File: src/rcms_pkg.sv
// Purpose: Shared constants and types for the reset control and mode select block.
// Assumes: One core clock; slower system clock rate is an enable tick from a divider.
// Notes: Reset line masks are indexed by the LINE_* positions.
package rcms_pkg;

  localparam int SYSTEM_CLOCK_OUT_DIV = 2;
  localparam int CNT_W = 4;

  localparam logic [CNT_W-1:0] HOLD_LAST = 4'h3;
  localparam logic [CNT_W-1:0] BUS_MON_TICKS = 4'h8;
  localparam logic [CNT_W-1:0] FIRST_CYCLE_TICKS = 4'hA;
  localparam logic [CNT_W-1:0] FIRST_CYCLE_LAST = FIRST_CYCLE_TICKS - 4'h1;

  localparam int LINE_EXT = 0;
  localparam int LINE_CLK = 1;
  localparam int LINE_MST = 2;
  localparam logic [2:0] MASK_NONE = 3'h0;
  localparam logic [2:0] MASK_EXT = 3'h1;
  localparam logic [2:0] MASK_ALL = 3'h7;
  localparam logic [2:0] MASK_TEST = 3'h5;

  localparam int CF_BOOT16 = 0;
  localparam int CF_ARB = 1;
  localparam int CF_FC = 2;
  localparam int CF_ADDR = 3;
  localparam int CF_PORTA = 8;
  localparam int CF_PORTB = 9;
  localparam int CF_TEST = 10;
  localparam int CF_SYNTH = 11;
  localparam int CF_BDM = 12;
  localparam int CFG_W = 13;
  localparam logic [CFG_W-1:0] CFG_RESET = 13'h0801;

  typedef enum logic [1:0] {ST_RUN, ST_SYNC_WAIT, ST_ASSERT, ST_RELEASE} rcms_state_t;

endpackage

File: src/rcms_reset_ctrl.sv
// Purpose: Reset source classification, reset line drive and reset-time strap capture.
// Assumes: All inputs are synchronous to core_clk except the external reset pin and the rst_b power-up reset.
// Notes: Strap inputs are active low; a high pin keeps the default pin function.
`timescale 1ns/10ps

module rcms_reset_ctrl
  import rcms_pkg::*;
(
  input wire logic core_clk,
  input wire logic rst_b,
  input wire logic ext_reset_in_b,
  input wire logic watchdog_timeout,
  input wire logic halt_fault,
  input wire logic ref_clock_loss,
  input wire logic test_reset_req,
  input wire logic reset_instr_exec,
  input wire logic bus_cycle_active,
  input wire logic bus_cycle_end,
  input wire logic bus_grant_out,
  input wire logic boot_width_strap,
  input wire logic arb_select_strap,
  input wire logic func_code_select_strap,
  input wire logic [4:0] addr_ext_strap,
  input wire logic bus_ctrl_port_strap,
  input wire logic irq_port_strap,
  input wire logic test_mode_strap,
  input wire logic clock_source_strap,
  input wire logic [1:0] breakpoint_request,
  output logic system_clock_out,
  output logic ext_reset_drive,
  output logic clock_module_reset,
  output logic master_reset,
  output logic instr_reset_flag,
  output logic bus_term_force,
  output logic first_bus_start,
  output logic boot_port_16bit,
  output logic arb_pins_alt,
  output logic fc_pins_alt,
  output logic [4:0] addr_cs_alt,
  output logic aux_io_port_a_sel,
  output logic aux_io_port_b_sel,
  output logic test_mode_en,
  output logic clk_src_synth,
  output logic bdm_enable,
  output logic ext_master_access
);

  rcms_state_t st_reg, st_next;
  logic [2:0] lines_reg, lines_next;
  logic [2:0] pend_reg, pend_next;
  logic [CNT_W-1:0] cnt_reg, cnt_next;
  logic [CFG_W-1:0] cfg_reg, cfg_next;
  logic instr_reg, instr_next;
  logic first_reg, first_next;
  logic sync1_reg, sync1_next, sync2_reg, sync2_next;
  logic [1:0] div_reg, div_next;
  logic system_clock_out_reg, system_clock_out_next;
  logic tick, ext_req, async_hit, sync_hit;
  logic [2:0] sync_mask;

  // Low strap means alternate function, so each field except boot width, clock source, address and BDM is the inverted pin.
  function automatic logic [CFG_W-1:0] sample_straps();
    logic [CFG_W-1:0] v;
    v = '0;
    v[CF_BOOT16] = boot_width_strap;
    v[CF_ARB] = ~arb_select_strap;
    v[CF_FC] = ~func_code_select_strap;
    for (int j = 0; j < 5; j++) begin
      // Straps below position j are forced high so only j and above can convert it.
      v[CF_ADDR+j] = ~&(addr_ext_strap | ~(5'h1F << j));
    end
    v[CF_PORTA] = ~bus_ctrl_port_strap;
    v[CF_PORTB] = ~irq_port_strap;
    v[CF_TEST] = ~test_mode_strap;
    v[CF_SYNTH] = clock_source_strap;
    v[CF_BDM] = ~&breakpoint_request;
    return v;
  endfunction

  assign tick = (div_reg == 2'(SYSTEM_CLOCK_OUT_DIV - 1));
  assign ext_req = ~sync2_reg;
  assign async_hit = watchdog_timeout | halt_fault;
  assign sync_hit = ext_req | ref_clock_loss | test_reset_req;
  assign sync_mask = (ext_req | ref_clock_loss) ? MASK_ALL : MASK_TEST;
  assign bus_term_force = (st_reg == ST_SYNC_WAIT) && (cnt_reg == BUS_MON_TICKS);

  always_comb begin
    sync1_next = ext_reset_in_b;
    sync2_next = sync1_reg;
    div_next = tick ? 2'h0 : div_reg + 2'h1;
    system_clock_out_next = (div_next < 2'(SYSTEM_CLOCK_OUT_DIV / 2));
  end

  always_comb begin
    st_next = st_reg;
    lines_next = lines_reg;
    pend_next = pend_reg;
    cnt_next = cnt_reg;
    instr_next = instr_reg;
    first_next = 1'b0;
    cfg_next = cfg_reg;
    if (async_hit) begin
      // Catastrophic sources cannot wait for a bus cycle, so they cut in at once.
      st_next = ST_ASSERT;
      lines_next = lines_reg | MASK_ALL;
      cnt_next = '0;
    end else if (reset_instr_exec && st_reg == ST_RUN) begin
      st_next = ST_ASSERT;
      lines_next = MASK_EXT;
      instr_next = 1'b1;
      cnt_next = '0;
    end else if (tick) begin
      unique case (st_reg)
        ST_RUN: begin
          if (sync_hit) begin
            cnt_next = '0;
            if (bus_cycle_active && !bus_cycle_end) begin
              st_next = ST_SYNC_WAIT;
              pend_next = sync_mask;
            end else begin
              st_next = ST_ASSERT;
              lines_next = sync_mask;
            end
          end
        end
        ST_SYNC_WAIT: begin
          pend_next = sync_hit ? (pend_reg | sync_mask) : pend_reg;
          if (bus_cycle_end || bus_term_force) begin
            st_next = ST_ASSERT;
            lines_next = pend_next;
            cnt_next = '0;
          end else begin
            cnt_next = cnt_reg + 4'h1;
          end
        end
        ST_ASSERT: begin
          if (lines_reg[LINE_MST]) begin
            cfg_next = sample_straps();
          end
          if (sync_hit) begin
            lines_next = lines_reg | sync_mask;
            cnt_next = '0;
          end else if (cnt_reg == HOLD_LAST) begin
            st_next = ST_RELEASE;
            lines_next = MASK_NONE;
            instr_next = 1'b0;
            cnt_next = '0;
          end else begin
            cnt_next = cnt_reg + 4'h1;
          end
        end
        ST_RELEASE: begin
          if (sync_hit) begin
            st_next = ST_ASSERT;
            lines_next = sync_mask;
            cnt_next = '0;
          end else if (cnt_reg == FIRST_CYCLE_LAST) begin
            st_next = ST_RUN;
            first_next = 1'b1;
            cnt_next = '0;
          end else begin
            cnt_next = cnt_reg + 4'h1;
          end
        end
      endcase
    end
  end

  always_ff @(posedge core_clk or negedge rst_b) begin
    if (!rst_b) begin
      // Power-up is treated as an asynchronous source asserting all three lines.
      st_reg <= ST_ASSERT;
      lines_reg <= MASK_ALL;
      pend_reg <= MASK_NONE;
      cnt_reg <= '0;
      cfg_reg <= CFG_RESET;
      instr_reg <= 1'b0;
      first_reg <= 1'b0;
      sync1_reg <= 1'b1;
      sync2_reg <= 1'b1;
      div_reg <= 2'h0;
      system_clock_out_reg <= 1'b1;
    end else begin
      st_reg <= st_next;
      lines_reg <= lines_next;
      pend_reg <= pend_next;
      cnt_reg <= cnt_next;
      cfg_reg <= cfg_next;
      instr_reg <= instr_next;
      first_reg <= first_next;
      sync1_reg <= sync1_next;
      sync2_reg <= sync2_next;
      div_reg <= div_next;
      system_clock_out_reg <= system_clock_out_next;
    end
  end

  assign system_clock_out = system_clock_out_reg;
  assign ext_reset_drive = lines_reg[LINE_EXT];
  assign clock_module_reset = lines_reg[LINE_CLK];
  assign master_reset = lines_reg[LINE_MST];
  assign instr_reset_flag = instr_reg;
  assign first_bus_start = first_reg;
  assign boot_port_16bit = cfg_reg[CF_BOOT16];
  assign arb_pins_alt = cfg_reg[CF_ARB];
  assign fc_pins_alt = cfg_reg[CF_FC];
  assign addr_cs_alt = cfg_reg[CF_ADDR +: 5];
  assign aux_io_port_a_sel = cfg_reg[CF_PORTA];
  assign aux_io_port_b_sel = cfg_reg[CF_PORTB];
  assign test_mode_en = cfg_reg[CF_TEST];
  assign clk_src_synth = cfg_reg[CF_SYNTH];
  assign bdm_enable = cfg_reg[CF_BDM];
  // Slave access is only meaningful with the factory mode latched at reset.
  assign ext_master_access = cfg_reg[CF_TEST] & bus_grant_out;
endmodule // rcms_reset_ctrl

File: config.mk
export PLATFORM = sky130hd
export DESIGN_NAME = rcms_reset_ctrl
export DESIGN_NICKNAME = d
export VERILOG_FILES = /design/src/rcms_pkg.sv /design/src/rcms_reset_ctrl.sv
export SDC_FILE = /design/constraint.sdc
export NUM_CORES = 1
export LEC_CHECK = 0
export CORE_UTILIZATION = 60
export CTS_CLUSTER_SIZE = 24
export DETAILED_ROUTE_END_ITERATION = 8
export DONT_BUFFER_PORTS = 1
export PLACE_DENSITY_LB_ADDON = 0.15
export SYNTH_ARGS = -nofsm -noshare
export SYNTH_HDL_FRONTEND = slang
export SYNTH_SLANG_ARGS = --single-unit
File: constraint.sdc
create_clock -name core_clk -period 4 [get_ports core_clk]
set_input_delay 0.8 -clock core_clk [delete_from_list [all_inputs] [get_ports core_clk]]
set_output_delay 0.8 -clock core_clk [all_outputs]
set_load 0.01 [all_outputs]
==> results <==
- The flow ran to the end, and the final reports show no timing, DRC or antenna violations.
- After detailed routing, the average wire length per cell comes to 17.2 um.
- Clock-pin slew was measured on the worst setup and hold paths at 0.10 ns.
- The number of input and output port buffers inserted is 0.
- The number of hold violations in the final report came to 0.
- The total iterations of the first detailed-routing run is 4.
- Dividing total power by cell area gives a power density of 322 nW/um^2.
- Entering global routing, the biggest net connects 33 pins.
- In this run the critical register-to-register path is launched from st_reg[1].
- The maximum single-stage delay on the critical path is 0.70 ns.
- The measured slew at the worst slew-check pin is 0.863 ns.
- Summing the sequential cell areas from Yosys gives 46.4% of the chip area.
- Setup repair after global routing left no endpoint under its margin.
- Compared with the post-synthesis result, the final layout area differs by 4.14%.
- For this run the aggregate overflow at the end of global routing stands at 0.
- Of all flip-flops after synthesis, the portion carrying an async set or reset was 100%.
- The routed design has 3.50 mm of wire.
- The leakage power of the design is 0.000815 uW.
- The most instantiated flip-flop cell in the synthesis netlist is dfrtp_1.
- The worst pin sits at a relative slew slack of 42.3%.
- Counting both buffers and inverters, the worst setup path holds a total of 1.
- In this run the top signal layer used is met4.
- Of the available clock period, the critical path in the final layout requires 61.8%.
- The class of the tightest hold or removal check is primary input to async pin.
- The register with the most flip-flops in the layout has 13 of them.
- After detailed routing, the number of vias per cell comes to 6.48.
- In this run the power spent charging and discharging nets is 151 uW.
- The worst setup path is captured at a register.
- The number of DRC markers in iteration 0 is 53.
- At the placement stage, the worst setup path has a slack of 1.35 ns.
- STA puts the critical path data arrival time at 2.72 ns.
- At the later pin of the worst-skew pair, clock insertion delay measures 0.32 ns.
- The kind of start point of the critical path is a register.
- Cell internal power was estimated by the tool at 437 uW.
- Setup slack on the critical path of the routed design comes to 1.53 ns.
- The placer's final routability congestion estimate is 0.909.
- The aggregate negative setup slack is 0 ns.
- The initial antenna violation count was 0.
- Wire segments on met2 add up to 1.71 mm in the final route.
- The signal on the critical path passes through inv_1, ha_1, nand2_1, nand4_1, mux2_2.
- Setup violations remaining at the end of the flow were counted as 0.
- The cell at the slowest stage of the critical path is nand4_1.
- The number of antenna repair diodes is 0.
- The initial core utilization is 63.5%.
- The portion of total power attributed to combinational logic is 6.7%.
- The number of instances resized during post-cts repair is 0.
- TritonCTS built the clock tree.
- The overall global routing resource usage is 24.3%.
- In this run the critical register-to-register path is captured at cfg_reg[11].
- The number of max-slew violations in the final report is 0.
- The peak fanout along the critical path is 24.
- After synthesis, the cell types taking the most area are dfrtp_1, dfstp_2, ha_1.
- The half-perimeter wire length after placement is 2.63 mm.
- The worst ir drop on vdd is 0.000389 V.
- The post-synthesis average cell area is 10.3 um^2.
- Counting every instance in the synthesized netlist gives 170.
- The filler cells instantiated in the layout total 229.
- The data required time at the worst endpoint is 4.25 ns.
- The fraction of power consumed by the clock network is 29.5%.
- Overall power consumption after layout is estimated at 588 uW.
- The floorplan step set the die width to 56.0 um.
- The number of H-tree branching levels is 2.
- In this run the standard cell core region covers 2760 um^2.
- The type of the worst setup path is register to register.
- The flip-flop and latch count after synthesis is 32.
- The family with the most delay on the worst path is simple AND/OR/NAND/NOR gates.
- The floorplan has 19 rows.
- The detailed router put a total of 1.52 mm of wire on met1.
- The via count of the first global-routing pass is 1310.
- The max capacitance violation total is 0.
- The number of vias after detailed routing is 1316.
- Counting every net in the synthesized netlist gives 204.
- The post-route netlist has 15.1% of its cells at a drive strength greater than 1.
- The switching part of the total is 25.7%.
- The area of the die is 3140 um^2.
- From bottom edge to top edge, the die measures 56.0 um.
- The final layout net count is 205.
- For this design the top-level I/O count stands at 46.
- The share of total power dissipated in sequential elements is 63.8%.
- The root buffer cell is clkbuf_4.
- The clock skew is 0.00655 ns.
- Buffers inserted to repair hold after CTS numbered 0.
- The number of enable flip-flop cells after synthesis is 0.
- Across all register-to-register paths, the minimum setup slack is 1.53 ns.
- Detailed routing placed a total of 252 um of wire on met3.
- The proportion of netlist area held by the largest area contributor is 32.9%.
- The library cell used most frequently in the layout, excluding fill and tap cells, is dfrtp_1.
- The number of nets with antenna violations after detailed routing is 0.
- The post-synth design cell area is 1750 um^2.
- The depth of the most critical reg-to-reg path is 5.
- The top cell types in the final layout, fill and taps aside, are dfrtp_1, nand2_1, ha_1, dfstp_2.
- The total CTS buffers is 5.
- Static timing analysis puts the maximum clock frequency at 0.405 GHz.
- The synthesized design spends more area on one cell type than any other, namely dfrtp_1.
- The number of setup buffers added after CTS is 0.
- The smallest clock period supported by the final layout is computed as 2.47 ns.
- The first global-routing pass estimated 5.91 mm of wire.
- The DRC violation count after routing is 0.
- The count of clock tree sinks is 32.
- The maximum buffer depth of the clock tree is 2.
- During synthesis, Yosys emitted a total of 0 warnings.
- The post-synthesis cell type count is 52.
-- how the worst max path moves through the flow --
stage | cells after the start | slack (ns) | startpoint | end
2_1_floorplan | 4 | 1.75 | ref_clock_loss | cnt_reg[2]
3_3_place_gp | 4 | 1.51 | ref_clock_loss | cnt_reg[2]
3_5_place_dp | 3 | 1.35 | halt_fault | cfg_reg[11]
4_1_cts | 5 | 1.53 | st_reg[1] | cfg_reg[11]
5_1_grt | 5 | 1.26 | st_reg[0] | cfg_reg[3]
6_report | 5 | 1.53 | st_reg[1] | cfg_reg[11]
-- worst register-to-register path: cells and delay by family, from the launching register on --
family,cells,cell delay [ns]
AND/OR/NAND/NOR,2,0.88
buffers and inverters,1,0.09
flip-flops,1,0.59
multiplexers,1,0.55
adder cells (fa/ha/maj),1,0.29
-- cell families (layout without fill, tap and decap cells) --
| family | count (synthesis) | count (layout) | share of synthesized area (%) |
|---|---|---|---|
| buffers and inverters | 13 | 15 | 2.79 |
| DFF | 32 | 32 | 46.4 |
| and+or+nand+nor | 62 | 62 | 21.3 |
| adders and majority gates | 9 | 9 | 6.43 |
| AOI/OAI and AO/OA | 50 | 50 | 20.6 |
| muxes | 4 | 4 | 2.57 |
-- layer usage --
layer,vias to the layer above,GRT usage (%)
li1,626,-
met1,636,32.1
met2,52,38.8
met3,2,7.21
met4,0,6.97
met5,-,0
-- power by group through the flow --
stage          Sequential (uW)  Combinational (uW)  Clock (uW)
6_report                   375                39.5         173
5_1_grt                    378                44.6         195
4_1_cts                    376                39.8         181
3_5_place_dp               381                39.9           0
3_3_place_gp               381                37.5           0
2_1_floorplan              377                34.3           0
-- layout make-up --
class	count	area, um^2	area share [%]
Inverter	7	26.3	1.44
Sequential cell	32	812	44.5
Tap cell	31	38.8	2.13
Clock buffer	5	37.5	2.06
Clock inverter	3	18.8	1.03
Multi-Input combinational cell	125	891	48.8
-- per-stage QoR --
step	utilization (%)	hold slack (ns)	area [um^2]	std cells
floorplan	-	0.345	1750	170
global placement	64.1	0.346	1770	195
detailed placement	64.1	0.350	1770	195
CTS	66.2	0.142	1820	203
global route	66.2	0.128	1820	203
finish	66.2	0.158	1820	203
-- synth_stat cells, types with 2 or more instances --
cell / n
or3b_1: 2
dfstp_2: 9
clkbuf_1: 6
nand2_1: 14
dfrtp_1: 23
nand3_1: 5
a22o_1: 2
nor2b_1: 6
nand2b_1: 6
inv_1: 7
o21a_1: 2
nor3_1: 3
a31oi_1: 2
nor2_1: 7
o21ai_0: 6
nor3b_1: 2
ha_1: 9
nand4_1: 2
a21o_1: 6
a21oi_1: 7
mux2_2: 2
mux2_1: 2
o21ai_1: 7
o2111ai_1: 2
nor4bb_1: 2
nand3b_1: 2
o221ai_1: 2
Power figures use the tool's default switching activity.
